## config.mk

```make
export PLATFORM = sky130hd
export DESIGN_NAME = gt2_timer
export DESIGN_NICKNAME = d
export VERILOG_FILES = /design/src/rtl/gt2_pkg.sv /design/src/rtl/gt2_prescale.sv /design/src/rtl/gt2_sync_edge.sv /design/src/rtl/gt2_timer.sv
export VERILOG_INCLUDE_DIRS = /design/src /design/src/rtl
export SDC_FILE = /design/constraint.sdc
export NUM_CORES = 1
export LEC_CHECK = 0
export CORE_UTILIZATION = 57
export CTS_BUF_LIST = sky130_fd_sc_hd__clkbuf_4 sky130_fd_sc_hd__clkbuf_8
export DETAILED_ROUTE_END_ITERATION = 8
export DONT_BUFFER_PORTS = 1
export GPL_TIMING_DRIVEN = 0
export PLACE_DENSITY = 0.74
export SYNTH_ARGS = -nofsm -noshare
export SYNTH_HDL_FRONTEND = slang
export SYNTH_SLANG_ARGS = --single-unit
```

## constraint.sdc

```tcl
create_clock -name hclk -period 2 [get_ports hclk]
set_input_delay 0.6 -clock hclk [delete_from_list [all_inputs] [get_ports hclk]]
set_output_delay 0.6 -clock hclk [all_outputs]
set_load 0.02 [all_outputs]
```

## src/rtl/gt2_defs.svh

```systemverilog
`ifndef GT2_DEFS_SVH
`define GT2_DEFS_SVH

// ----------------------------------------------------------------
// Register byte offsets
// ----------------------------------------------------------------
`define GT2_OFF_CTRL    8'h00
`define GT2_OFF_CLKSEL  8'h04
`define GT2_OFF_RLD_LO  8'h08
`define GT2_OFF_RLD_HI  8'h0c
`define GT2_OFF_CNT_LO  8'h10
`define GT2_OFF_CNT_HI  8'h14
`define GT2_OFF_POWER   8'h18

// ----------------------------------------------------------------
// Field positions
// ----------------------------------------------------------------
`define GT2_B_HOF       7
`define GT2_B_LOF       6
`define GT2_B_LIE       5
`define GT2_B_CAP       4
`define GT2_B_SPLIT     3
`define GT2_B_RUN       2
`define GT2_B_UNUSED    1
`define GT2_B_XSEL      0
`define GT2_B_LSEL      0
`define GT2_B_HSEL      1
`define GT2_B_TIE       2
`define GT2_B_SUSP      0
`define GT2_B_SYNCP     1

// ----------------------------------------------------------------
// Reset values and counts
// ----------------------------------------------------------------
`define GT2_BYTE_RST    8'h00
`define GT2_DIV_SYS     4'd12
`define GT2_DIV_EXT     4'd8
`define GT2_SYNC_TICKS  2'd3

`endif

```

## src/rtl/gt2_pkg.sv

```systemverilog
package gt2_pkg;

   typedef enum logic [1:0] {
      GT2_ACTIVE  = 2'b00,
      GT2_SUSPEND = 2'b01,
      GT2_SYNCING = 2'b10
   } gt2_power_t;

endpackage : gt2_pkg

```

## src/rtl/gt2_prescale.sv

```systemverilog
`timescale 1ns/1ps
`default_nettype none
`include "gt2_defs.svh"

module gt2_prescale (
   input  wire logic hclk,
   input  wire logic hresetn,
   input  wire logic ext_osc,
   output logic      tick_div12,
   output logic      ext_div8
);

   logic [3:0] div12_r;
   logic [3:0] ext_cnt_r;
   logic       ext_prev_r;
   logic       ext_div8_r;
   logic       tick_r;

   wire ext_rise  = ext_osc & ~ext_prev_r;
   wire div12_end = (div12_r == `GT2_DIV_SYS - 4'd1);
   // Divided clock toggles every half period of external edges
   wire half_end  = (ext_cnt_r == (`GT2_DIV_EXT >> 1) - 4'd1);

   always_ff @(posedge hclk or negedge hresetn) begin
      if (!hresetn) begin
         div12_r    <= 4'h0;
         tick_r     <= 1'b0;
         ext_prev_r <= 1'b0;
         ext_cnt_r  <= 4'h0;
         ext_div8_r <= 1'b0;
      end else begin
         div12_r    <= div12_end ? 4'h0 : div12_r + 4'd1;
         tick_r     <= div12_end;
         ext_prev_r <= ext_osc;
         if (ext_rise) begin
            ext_cnt_r <= half_end ? 4'h0 : ext_cnt_r + 4'd1;
            if (half_end)
               ext_div8_r <= ~ext_div8_r;
         end
      end
   end

   assign tick_div12 = tick_r;
   assign ext_div8   = ext_div8_r;

endmodule : gt2_prescale

`default_nettype wire

```

## src/rtl/gt2_sync_edge.sv

```systemverilog
`timescale 1ns/1ps
`default_nettype none

module gt2_sync_edge (
   input  wire logic hclk,
   input  wire logic hresetn,
   input  wire logic din,
   output logic      rise
);

   logic meta_r;
   logic sync_r;
   logic prev_r;

   // First stage feeds only the second stage
   always_ff @(posedge hclk or negedge hresetn) begin
      if (!hresetn) begin
         meta_r <= 1'b0;
         sync_r <= 1'b0;
         prev_r <= 1'b0;
      end else begin
         meta_r <= din;
         sync_r <= meta_r;
         prev_r <= sync_r;
      end
   end

   assign rise = sync_r & ~prev_r;

endmodule : gt2_sync_edge

`default_nettype wire

```

## src/rtl/gt2_timer.sv

```systemverilog
// Notes on behaviour
// - Counter is two bytes; split bit picks one 16-bit or two 8-bit.
// - Count clock is system clock, system clock /12, or external /8.
// - External /8 is synchronised except in suspend, where it is direct.
// - Timer counts through suspend; a high byte overflow ends suspend.
// - Other wake source holds sync pending until the third external /8 edge.
// - 16-bit wrap from ffff loads reload pair and sets high flag.
// - 16-bit mode: timer irq enable raises irq on each full overflow.
// - 16-bit mode: low irq enable adds irq on low byte rollover.
// - Split mode: each byte auto-reloads from its own reload byte.
// - Split mode: run bit gates only the high byte.
// - Per-byte select: 1 system clock, else /12 or external /8.
// - Split mode: high rollover sets high flag, low sets low flag.
// - Split mode: irq on high overflow, plus low when low enable set.
// - Hardware never clears overflow flags; software clears, checks both.
// - Capture active only with capture bit 1, split 0; no external clock.
// - Comparator rising edge copies count to reload, sets high flag.
// - Unused control bit 1 reads zero; writes ignored.
//
// Implementation choices: the AHB-Lite interface to the registers and the register addresses.
`timescale 1ns/1ps
`default_nettype none
`include "gt2_defs.svh"

module gt2_timer
   import gt2_pkg::*;
(
   input  wire logic        hclk,
   input  wire logic        hresetn,
   input  wire logic        hsel,
   input  wire logic [31:0] haddr,
   input  wire logic [1:0]  htrans,
   input  wire logic        hwrite,
   input  wire logic [2:0]  hsize,
   input  wire logic [31:0] hwdata,
   input  wire logic        hready,
   output logic             hreadyout,
   output logic             hresp,
   output logic      [31:0] hrdata,
   input  wire logic        ext_osc,
   input  wire logic        comparator_out,
   input  wire logic        wake_other,
   output logic             timer_irq,
   output logic             suspended,
   output logic             wake_event
);

   // ----------------------------------------------------------------
   // Helpers
   // ----------------------------------------------------------------
   function automatic logic src_tick(input logic sel, input logic xsel,
                                     input logic cap, input logic t12,
                                     input logic tx);
      src_tick = sel ? 1'b1 : ((xsel & ~cap) ? tx : t12);
   endfunction : src_tick

   function automatic logic reg_hit(input logic pend,
                                    input logic [7:0] a,
                                    input logic [7:0] off);
      reg_hit = pend & (a == off);
   endfunction : reg_hit

   // ----------------------------------------------------------------
   // State
   // ----------------------------------------------------------------
   logic [7:0]  ctrl_r;
   logic [2:0]  clksel_r;
   logic [7:0]  rld_lo_r;
   logic [7:0]  rld_hi_r;
   logic [7:0]  cnt_lo_r;
   logic [7:0]  cnt_hi_r;
   logic [31:0] hrdata_r;
   logic        wr_pend_r;
   logic [7:0]  wr_addr_r;
   logic [1:0]  sync_cnt_r;
   logic        ext_prev_r;
   logic        wake_r;
   gt2_power_t  pwr_r;
   gt2_power_t  pwr_nxt;

   // ----------------------------------------------------------------
   // Clock sources
   // ----------------------------------------------------------------
   logic tick_div12;
   logic ext_div8;
   logic ext_sync_rise;
   logic cmp_rise;

   gt2_prescale u_pre (
      .hclk       (hclk),
      .hresetn    (hresetn),
      .ext_osc    (ext_osc),
      .tick_div12 (tick_div12),
      .ext_div8   (ext_div8)
   );

   gt2_sync_edge u_ext_sync (
      .hclk    (hclk),
      .hresetn (hresetn),
      .din     (ext_div8),
      .rise    (ext_sync_rise)
   );

   gt2_sync_edge u_cmp_sync (
      .hclk    (hclk),
      .hresetn (hresetn),
      .din     (comparator_out),
      .rise    (cmp_rise)
   );

   wire in_susp     = (pwr_r == GT2_SUSPEND);
   wire ext_raw     = ext_div8 & ~ext_prev_r;
   // Suspend skips the synchroniser delay so the wake is not lost
   wire ext_tick    = in_susp ? ext_raw : ext_sync_rise;

   // ----------------------------------------------------------------
   // Mode decode
   // ----------------------------------------------------------------
   wire split_sel   = ctrl_r[`GT2_B_SPLIT];
   wire run_ctl     = ctrl_r[`GT2_B_RUN];
   wire xsel        = ctrl_r[`GT2_B_XSEL];
   wire cap_mode    = ctrl_r[`GT2_B_CAP] & ~split_sel;
   wire cap_evt     = cap_mode & cmp_rise;

   wire lo_src = src_tick(clksel_r[`GT2_B_LSEL], xsel, cap_mode,
                          tick_div12, ext_tick);
   wire hi_src = src_tick(clksel_r[`GT2_B_HSEL], xsel, cap_mode,
                          tick_div12, ext_tick);

   wire step16  = ~split_sel & run_ctl & lo_src;
   wire lo_ff   = (cnt_lo_r == 8'hff);
   wire hi_ff   = (cnt_hi_r == 8'hff);
   wire step_lo = split_sel ? lo_src : step16;
   wire step_hi = split_sel ? (hi_src & run_ctl)
                            : (step16 & lo_ff);
   wire lo_wrap = step_lo & lo_ff;
   wire hi_wrap = step_hi & hi_ff;
   // Low byte reloads alone only in split mode
   wire lo_load = lo_wrap & (split_sel | hi_wrap);

   wire [7:0] lo_cnt = lo_load ? rld_lo_r : cnt_lo_r + 8'd1;
   wire [7:0] hi_cnt = hi_wrap ? rld_hi_r : cnt_hi_r + 8'd1;

   // ----------------------------------------------------------------
   // Bus decode
   // ----------------------------------------------------------------
   wire addr_ok  = hsel & hready & htrans[1];
   wire wr_ctrl  = reg_hit(wr_pend_r, wr_addr_r, `GT2_OFF_CTRL);
   wire wr_csel  = reg_hit(wr_pend_r, wr_addr_r, `GT2_OFF_CLKSEL);
   wire wr_rlo   = reg_hit(wr_pend_r, wr_addr_r, `GT2_OFF_RLD_LO);
   wire wr_rhi   = reg_hit(wr_pend_r, wr_addr_r, `GT2_OFF_RLD_HI);
   wire wr_clo   = reg_hit(wr_pend_r, wr_addr_r, `GT2_OFF_CNT_LO);
   wire wr_chi   = reg_hit(wr_pend_r, wr_addr_r, `GT2_OFF_CNT_HI);
   wire wr_pwr   = reg_hit(wr_pend_r, wr_addr_r, `GT2_OFF_POWER);
   wire [7:0] wb = hwdata[7:0];
   wire [7:0] ra = haddr[7:0];
   wire sync_p   = (pwr_r == GT2_SYNCING);

   wire [7:0] rd_byte =
      (ra == `GT2_OFF_CTRL)   ? ctrl_r :
      (ra == `GT2_OFF_CLKSEL) ? {5'h00, clksel_r} :
      (ra == `GT2_OFF_RLD_LO) ? rld_lo_r :
      (ra == `GT2_OFF_RLD_HI) ? rld_hi_r :
      (ra == `GT2_OFF_CNT_LO) ? cnt_lo_r :
      (ra == `GT2_OFF_CNT_HI) ? cnt_hi_r :
      (ra == `GT2_OFF_POWER)  ? {6'h00, sync_p, in_susp} :
      8'h00;

   // ----------------------------------------------------------------
   // Next values
   // ----------------------------------------------------------------
   // Hardware set beats a software clear in the same cycle
   wire hof_set = hi_wrap | cap_evt;
   wire hof_nxt = hof_set |
                  (wr_ctrl ? wb[`GT2_B_HOF] : ctrl_r[`GT2_B_HOF]);
   wire lof_nxt = lo_wrap |
                  (wr_ctrl ? wb[`GT2_B_LOF] : ctrl_r[`GT2_B_LOF]);
   wire [5:0] cfg_nxt = wr_ctrl ? wb[5:0] : ctrl_r[5:0];
   wire [7:0] ctrl_nxt = {hof_nxt, lof_nxt, cfg_nxt[5:2],
                          1'b0, cfg_nxt[0]};

   wire [7:0] cnt_lo_nxt = wr_clo ? wb :
                           (step_lo ? lo_cnt : cnt_lo_r);
   wire [7:0] cnt_hi_nxt = wr_chi ? wb :
                           (step_hi ? hi_cnt : cnt_hi_r);
   // A capture on the same cycle as a reload write takes priority
   wire [7:0] rld_lo_nxt = cap_evt ? cnt_lo_r :
                           (wr_rlo ? wb : rld_lo_r);
   wire [7:0] rld_hi_nxt = cap_evt ? cnt_hi_r :
                           (wr_rhi ? wb : rld_hi_r);

   always_comb begin
      pwr_nxt = pwr_r;
      case (pwr_r)
         GT2_ACTIVE: begin
            if (wr_pwr && wb[`GT2_B_SUSP])
               pwr_nxt = GT2_SUSPEND;
         end
         GT2_SUSPEND: begin
            if (hi_wrap)
               pwr_nxt = GT2_ACTIVE;
            else if (wake_other)
               pwr_nxt = GT2_SYNCING;
         end
         GT2_SYNCING: begin
            if (ext_raw && sync_cnt_r == `GT2_SYNC_TICKS - 2'd1)
               pwr_nxt = GT2_ACTIVE;
         end
         default: pwr_nxt = GT2_ACTIVE;
      endcase
   end

   // ----------------------------------------------------------------
   // Registers
   // ----------------------------------------------------------------
   always_ff @(posedge hclk or negedge hresetn) begin
      if (!hresetn) begin
         wr_pend_r <= 1'b0;
         wr_addr_r <= 8'h00;
         hrdata_r  <= 32'h0000_0000;
      end else begin
         wr_pend_r <= addr_ok & hwrite;
         if (addr_ok)
            wr_addr_r <= ra;
         if (addr_ok && !hwrite)
            hrdata_r <= {24'h00_0000, rd_byte};
      end
   end

   always_ff @(posedge hclk or negedge hresetn) begin
      if (!hresetn) begin
         ctrl_r   <= `GT2_BYTE_RST;
         clksel_r <= 3'h0;
         rld_lo_r <= `GT2_BYTE_RST;
         rld_hi_r <= `GT2_BYTE_RST;
         cnt_lo_r <= `GT2_BYTE_RST;
         cnt_hi_r <= `GT2_BYTE_RST;
      end else begin
         ctrl_r   <= ctrl_nxt;
         clksel_r <= wr_csel ? wb[2:0] : clksel_r;
         rld_lo_r <= rld_lo_nxt;
         rld_hi_r <= rld_hi_nxt;
         cnt_lo_r <= cnt_lo_nxt;
         cnt_hi_r <= cnt_hi_nxt;
      end
   end

   always_ff @(posedge hclk or negedge hresetn) begin
      if (!hresetn) begin
         pwr_r      <= GT2_ACTIVE;
         sync_cnt_r <= 2'd0;
         ext_prev_r <= 1'b0;
         wake_r     <= 1'b0;
      end else begin
         pwr_r      <= pwr_nxt;
         ext_prev_r <= ext_div8;
         wake_r     <= in_susp & (pwr_nxt == GT2_ACTIVE);
         if (!sync_p)
            sync_cnt_r <= 2'd0;
         else if (ext_raw)
            sync_cnt_r <= sync_cnt_r + 2'd1;
      end
   end

   // ----------------------------------------------------------------
   // Outputs
   // ----------------------------------------------------------------
   assign hreadyout = 1'b1;
   assign hresp     = 1'b0;
   assign hrdata    = hrdata_r;
   assign suspended = in_susp;
   assign wake_event = wake_r;
   // Same equation serves both modes: low flag only counts when enabled
   assign timer_irq = clksel_r[`GT2_B_TIE] &
                      (ctrl_r[`GT2_B_HOF] |
                       (ctrl_r[`GT2_B_LIE] & ctrl_r[`GT2_B_LOF]));

   // ----------------------------------------------------------------
   // Checks
   // ----------------------------------------------------------------
   a_wrap_reload: assert property (
      @(posedge hclk) disable iff (!hresetn)
      (hi_wrap && lo_wrap && !split_sel && !wr_clo && !wr_chi)
         |=> (cnt_lo_r == $past(rld_lo_r)) &&
             (cnt_hi_r == $past(rld_hi_r)) && ctrl_r[`GT2_B_HOF])
      else $error("16-bit wrap did not reload");

   a_split_gate: assert property (
      @(posedge hclk) disable iff (!hresetn)
      (split_sel && !run_ctl && !wr_chi) |=> $stable(cnt_hi_r))
      else $error("high byte moved while stopped in split mode");

   a_low_free: assert property (
      @(posedge hclk) disable iff (!hresetn)
      (split_sel && !run_ctl && lo_src && !wr_clo && !lo_ff)
         |=> cnt_lo_r == $past(cnt_lo_r) + 8'd1)
      else $error("low byte stalled in split mode");

   a_capture_copy: assert property (
      @(posedge hclk) disable iff (!hresetn)
      cap_evt |=> (rld_lo_r == $past(cnt_lo_r)) &&
                  (rld_hi_r == $past(cnt_hi_r)) && ctrl_r[`GT2_B_HOF])
      else $error("capture did not copy count");

   a_flag_sticky: assert property (
      @(posedge hclk) disable iff (!hresetn)
      (ctrl_r[`GT2_B_HOF] && !wr_ctrl) ##1 !wr_ctrl
         |-> ctrl_r[`GT2_B_HOF])
      else $error("high flag cleared by hardware");

   a_unused_zero: assert property (
      @(posedge hclk) disable iff (!hresetn)
      (addr_ok && !hwrite && ra == `GT2_OFF_CTRL)
         |=> hrdata_r[`GT2_B_UNUSED] == 1'b0)
      else $error("unused control bit read as one");

   a_wake_overflow: assert property (
      @(posedge hclk) disable iff (!hresetn)
      (in_susp && hi_wrap) |=> !suspended && wake_event)
      else $error("overflow did not end suspend");

   a_sync_pending: assert property (
      @(posedge hclk) disable iff (!hresetn)
      (in_susp && !hi_wrap && wake_other) |=> sync_p ##1 sync_p)
      else $error("sync pending not raised after wake");

   a_irq_follow: assert property (
      @(posedge hclk) disable iff (!hresetn)
      (hof_set && clksel_r[`GT2_B_TIE] && !wr_csel) |=> timer_irq)
      else $error("overflow did not raise interrupt");

endmodule : gt2_timer

`default_nettype wire

```

==> run metrics, run 1 <==
Yosys warning count=0; relative slew slack=about two fifths; commonest non-fill, non-tap cells in the layout=80 x dfrtp_1, 45 x nand2_1, 39 x nor2_1; post-DP HPWL=7960 µm; worst setup path start=wr_addr_r[7]; Site Rows=32; library cells used by synthesis=63; Peak supply drop=692 µV; Synth area leaders=dfrtp_1 45%, mux2i_1 6.8%, mux2_2 5.9%; worst slew pin tran=0.880 ns; Seq/Total Area, Yosys=44.5%; pwr dens=1060 mW/mm²; PortBufs=0; syn_area_per_cell=9.90 µm²; Die H=91.4 µm; Fill cells=607; Die Wd=91.4 µm; ys flop type=dfrtp_1; Async S/R FF share, synth=100%; Mapped Cells=460; outcome=finished, violations left; max cap viols=0; sequential cell area=0.00203 mm²; Max Fclk=~480 MHz; Total GRT Usage=28.1%; Cell Area, Placed=0.00477 mm²; CTS tree=yes; worst clock skew=0.00787 ns; Vias/cell=6.03; RSZ-0062 raised after global routing=yes; Power Total=5.51 mW; minimum clock period=roughly 2.1 ns; first-pass GRT wire length=17800 µm; Pleak=2.20 nW; DR pass1 iterations=5; Multi-input gate area=0.00242 mm²; cell taking the most area after synthesis=dfrtp_1; Max Slew Vio Count=0; Final GP Congestion=0.896; r2r startpoint=wr_addr_r[7]; final setup fails=1; critical path capture point type=flop; worst setup margin=-0.0723 ns; number of synthesized flops with an enable pin=0; Post-DRT Antenna Nets=0; vias in the first global route=3473; final net count=between 500 and 600; fin crit share=104%; Seq cells post-synth=81; synth-to-layout area growth=14.5%; WP data required=2.24 ns; Clk Latency, worst-skew pair=0.36 ns; DR vias=3678; Congestion Overflow GR=0; CORE AREA=0.00773 mm²; Final Hold Viols=a little over 80; H-Tree Depth=3; Fin Hold WS=-0.0766 ns; clock-pin slew on the worst setup and hold paths=0.09 ns; Starting DRT DRC Count=355; commonest non-fill, non-tap cell in the layout=dfrtp_1; I/O pin count=about 110; Post-Route WL=11300 µm; Crit Path Class=flop to flop; CTS root buffer=clkbuf_8; number of diodes=0; top cell type's share of synthesized area=44.5%; DR WL/cell=18.5 µm; Startpoint Class=flop; DR DRC count=0; initial core utilization=58.9%; initial antenna violation count=0; worst endpoint data arrival time=2.31 ns; Bufs on Longest Clock Path=2; Crit Path Max Fanout=5; Worst Hold Class=input pin to async pin; area of the mapped netlist=0.00455 mm²; failing checks=hold timing, setup timing; share of layout cells above drive strength 1=between 20% and 30%; worst-case reg-to-reg path depth=6; Num CTS Buffers=9; pin count of the biggest net entering global routing=82; Die Area=0.00835 mm²; CTS Sinks=81; Final Cell Area=0.00522 mm²
[critical path: stages, from the launching register on]
cell      delay (ns)
dfrtp_1         0.41
nor4_4          0.33
nand3b_1        0.25
nor3_2          0.44
a21oi_2         0.14
a22oi_1         0.28
o21ai_2         0.10
[metrics by stage]
step                      std cells  util, %  hold WS, ns  setup WS [ns]  TNS, ns
final                           610     67.5      -0.0766        -0.0723  -0.0723
after global placement          586     61.8        0.306         -0.320    -4.68
after detailed placement        586     61.8        0.306         -0.343    -5.93
after floorplan                 484        -        0.304         0.0236        0
after global routing            610     67.5       -0.103         -0.112   -0.575
after CTS                       606     65.8      -0.0939         0.0118        0
[final timing paths]
kind	end	slack, ns
worst max-delay path	cnt_lo_r[0]	-0.07
worst min-delay path	rld_lo_r[5]	-0.08
worst max register to register	cnt_lo_r[0]	-0.07
worst min register to register	u_cmp_sync.sync_r	0.36
max in group asynchronous	cnt_hi_r[1]	1.93
min in group hclk	u_cmp_sync.meta_r	0.26
[where the power goes]
group | total, mW | switching [mW] | internal [mW]
combinational | 1.51 | 0.776 | 0.737
clock | 1.39 | 0.661 | 0.730
sequential | 2.61 | 0.552 | 2.06
total | 5.51 | 1.99 | 3.53
[metal layers]
layer	share of wire [%]	global-route usage [%]	up-vias
met5	0	0	-
met3	7.2	5.44	26
met2	48	45.2	192
met4	3.1	15.1	0
met1	42	35.7	1778
li1	-	-	1682
[sequential cells by signal, summed over array words and instances, names as in the netlist, 2 cells and up]
| register | flops |
|---|---|
| ctrl_r | 7 |
| wr_addr_r | 8 |
| clksel_r | 3 |
| hrdata | 8 |
| rld_hi_r | 8 |
| cnt_lo_r | 8 |
| cnt_hi_r | 8 |
| u_pre.ext_cnt_r | 4 |
| u_pre.div12_r | 4 |
| sync_cnt_r | 2 |
| pwr_r | 2 |
| rld_lo_r | 8 |
[layout make-up]
| cell class | instances | share of cell area [%] |
|---|---|---|
| repair buffers | 9 | 1.54 |
| well taps | 102 | 2.45 |
| flip-flops and latches | 81 | 38.9 |
| multi-input cells | 349 | 46.4 |
| inverters | 10 | 0.720 |
| clock buffers | 9 | 2.37 |
| clock inverters | 7 | 2.04 |
| plain buffers | 43 | 5.61 |
[cells in the mapped netlist, types with 5 or more instances]
cell and instances:
nor3_1 5, a221oi_1 5, xor2_1 5, xnor2_1 7, mux2_2 24, a31oi_1 10, a21oi_1 19, nand3_1 9
a22oi_1 6, nand2b_1 8, o21ai_0 25, buf_4 28, clkbuf_1 12, ha_1 5, inv_1 10, nor2_1 39
o21ai_1 16, mux2i_1 31, dfrtp_1 81, nand2_1 47
[cell families (layout without fill, tap and decap cells)]
kind of cell,count (synthesis),after routing,share of synthesized area [%]
adders and majority gates,5,5,1.37
muxes,55,55,12.7
buffers and inverters,54,78,6.98
other,2,26,0.165
xor gates and xnor gates,12,12,2.31
AOI/OAI and AO/OA,108,108,15.2
and+or+nand+nor,143,143,16.7
DFF,81,81,44.5
[repair_timing]
action	4_1_cts	5_1_grt
setup endpoints to repair	35	35
setup buffers	4	5
pin swaps	2	17
gates resized for setup	10	27
endpoints found under the hold margin	81	81
Power figures use the tool's default switching activity.
==> run 2, diff against run 1 <==
--- a/config.mk
+++ b/config.mk
@@ -6,6 +6,7 @@
 export SDC_FILE = /design/constraint.sdc
 export NUM_CORES = 1
 export LEC_CHECK = 0
+export ABC_AREA = 1
 export CORE_UTILIZATION = 57
 export CTS_BUF_LIST = sky130_fd_sc_hd__clkbuf_4 sky130_fd_sc_hd__clkbuf_8
 export DETAILED_ROUTE_END_ITERATION = 8
==> run metrics, run 2 <==
most common cell in the netlist=nand2_1; top cell type's share of synthesized area=44.0% (-0.53 points); outcome=finished, violations left; share of layout cells above drive strength 1=16.8% (-6.5 points); CORE AREA=0.00777 mm² (+0.52%); PortBufs=0 (unchanged); DR DRC count=0 (unchanged); Max Slew Vio Count=0 (unchanged); critical path capture point type=flop; commonest non-fill, non-tap cell in the layout=nand2_1; RR Endpoint=cnt_hi_r[5]; worst setup margin=-0.0549 ns (+0.0174 ns); worst clock skew=0.00846 ns (+0.000595 ns); library cells used by synthesis=46 (-27%); fin crit share=103% (-0.87 points); Power Total=5.96 mW (+8.0%); failing checks=hold timing, setup timing; I/O pin count=114 (unchanged); CTS root buffer=clkbuf_8; Site Rows=32 (unchanged); Peak supply drop=648 µV (-6.4%); commonest non-fill, non-tap cells in the layout=140 x nand2_1, 80 x inv_1, 79 x dfrtp_1; Final Cell Area=0.00524 mm² (+0.53%); worst-case reg-to-reg path depth=11 (+5); Crit Path Max Fanout=5 (unchanged); Final GP Congestion=0.910 (+1.6%); DR pass1 iterations=5 (unchanged); cell taking the most area after synthesis=dfrtp_1; relative slew slack=57.1% (+17 points); Seq cells post-synth=81 (unchanged); worst endpoint data arrival time=2.30 ns (about the same); syn_area_per_cell=8.02 µm² (-19%); Seq/Total Area, Yosys=44.0% (-0.53 points); Crit Path Class=flop to flop; Mapped Cells=575 (+25%); Synth top cells by count=141 x nand2_1, 81 x dfrtp_1, 80 x inv_1; RSZ-0062 raised after global routing=yes; number of synthesized flops with an enable pin=0 (unchanged); ys flop type=dfrtp_1; r2r startpoint=cnt_lo_r[0]; Starting DRT DRC Count=284 (-20%); pwr dens=1140 mW/mm² (+7.4%); first-pass GRT wire length=18200 µm (+2.1%); Setup TNS Final=-0.214 ns (-0.142 ns); CTS Sinks=81 (unchanged); R2R setup slack=-0.05 ns (+0.02 ns); Congestion Overflow GR=0 (unchanged); DR vias=3973 (+8.0%); Clk Latency, worst-skew pair=0.36 ns (about the same); Synth area leaders=dfrtp_1 44%, nand2_1 11%, inv_1 6.5%; clock-pin slew on the worst setup and hold paths=0.09 ns (about the same); Final Hold Viols=81 (unchanged); area of the mapped netlist=0.00461 mm² (+1.2%); post-layout util=67.5% (about the same); final setup fails=6 (+5); Startpoint Class=flop; worst setup path start=cnt_lo_r[0]; initial antenna violation count=0 (unchanged); Yosys warning count=0 (unchanged); Fin Hold WS=-0.0754 ns (+0.00119 ns); synth-to-layout area growth=13.8%; CTS tree=yes; WP data required=2.25 ns (about the same); Setup crit end=cnt_hi_r[5]; Post-DRT Antenna Nets=0 (unchanged); Pleak=2.66 nW (+21%); Max Fclk=487 MHz (+0.85%); Cell Area, Placed=0.00483 mm² (+1.2%); minimum clock period=2.05 ns (-0.0174 ns); pin count of the biggest net entering global routing=82 (unchanged); Die Wd=91.9 µm (+0.59%); Die H=91.9 µm (+0.59%); worst slew pin tran=0.641 ns (-0.240 ns); final net count=709 (+21%); Post-Route WL=11400 µm (+0.78%); Num CTS Buffers=9 (unchanged); H-Tree Depth=3 (unchanged); post-DP HPWL=8250 µm (+3.7%); DR WL/cell=15.5 µm (-16%); Total GRT Usage=28.4% (+0.35 points); initial core utilization=59.3% (+0.40 points); number of diodes=0 (unchanged); vias in the first global route=3727 (+7.3%); Die Area=0.00845 mm² (+1.2%); Vias/cell=5.41 (-10%); max cap viols=0 (unchanged); Async S/R FF share, synth=100% (unchanged); Worst Hold Class=input pin to async pin; Bufs on Longest Clock Path=2 (unchanged)
## run 2: final cells by class
cell class                 instances  area (µm²)
buffer                            31         228
fill                             672        2520
sequential                        81        2030
timing repair buffer              17         149
clock inverter                     7        78.8
multi-input combinational        399        2180
inverter                          88         330
tap                              102         128
clock buffer                       9         124
## run 2: power by group
part	total [mW]	switching, mW	internal (mW)	leakage [nW]
Sequential	2.74	0.566	2.17	0.970
Combinational	1.98	1.18	0.795	1.60
Clock	1.24	0.654	0.587	0.0925
## run 2: worst min-delay path by stage
stage	startpoint	endpoint	slack, ns	cells after the start
after detailed placement	hresetn	wr_addr_r[6]	0.31	0
after CTS	hresetn	hrdata[5]	-0.08	0
final	hresetn	wr_addr_r[2]	-0.08	0
after global routing	hresetn	pwr_r[0]	-0.10	0
after global placement	hresetn	wr_addr_r[7]	0.31	0
after floorplan	hresetn	clksel_r[0]	0.30	0
## run 2: per-stage QoR
| stage | setup slack, ns | std cells |
|---|---|---|
| 2_1_floorplan | 0.263 | 599 |
| 3_3_place_gp | -0.0948 | 701 |
| 3_5_place_dp | -0.155 | 701 |
| 5_1_grt | -0.160 | 734 |
| 4_1_cts | -0.00977 | 720 |
| 6_report | -0.0549 | 734 |
## run 2: routing by layer
metal	vias up	track usage, %	share of wire, %
met5	-	0	0
met4	0	8.85	1.0
met3	11	7.79	10
met2	191	42.7	46
met1	1847	40.1	43
li1	1924	-	-
## run 2: what timing repair did
action,in CTS,in global routing
setup endpoints to repair,23,30
resized for setup,3,17
buffers inserted,3,13
pin swaps,2,15
gates cloned,0,1
hold endpoints to repair,81,81
## run 2: kinds of logic (layout without fill, tap and decap cells)
family          count (synthesis)  count (layout)  share of synthesized area [%]
simple gates                  257             257                           26.2
buf+inv                       119             152                           12.0
compound gates                 96              96                           13.4
flops                          81              81                           44.0
xor+xnor                       14              14                           2.66
fa+ha+maj                       5               5                           1.36
other cells                     2              26                          0.163
mux                             1               1                          0.217
## run 2: worst max-delay path: stages (launching register included)
cell and delay, ns:
dfrtp_2 0.43, ha_4 0.17, nand2_4 0.06, nor3_4 0.19, nand2_1 0.09, nor2_2 0.15
nand2_2 0.12, nand2_2 0.12, nand3_4 0.18, buf_8 0.20, o211ai_1 0.17, nand2_1 0.07
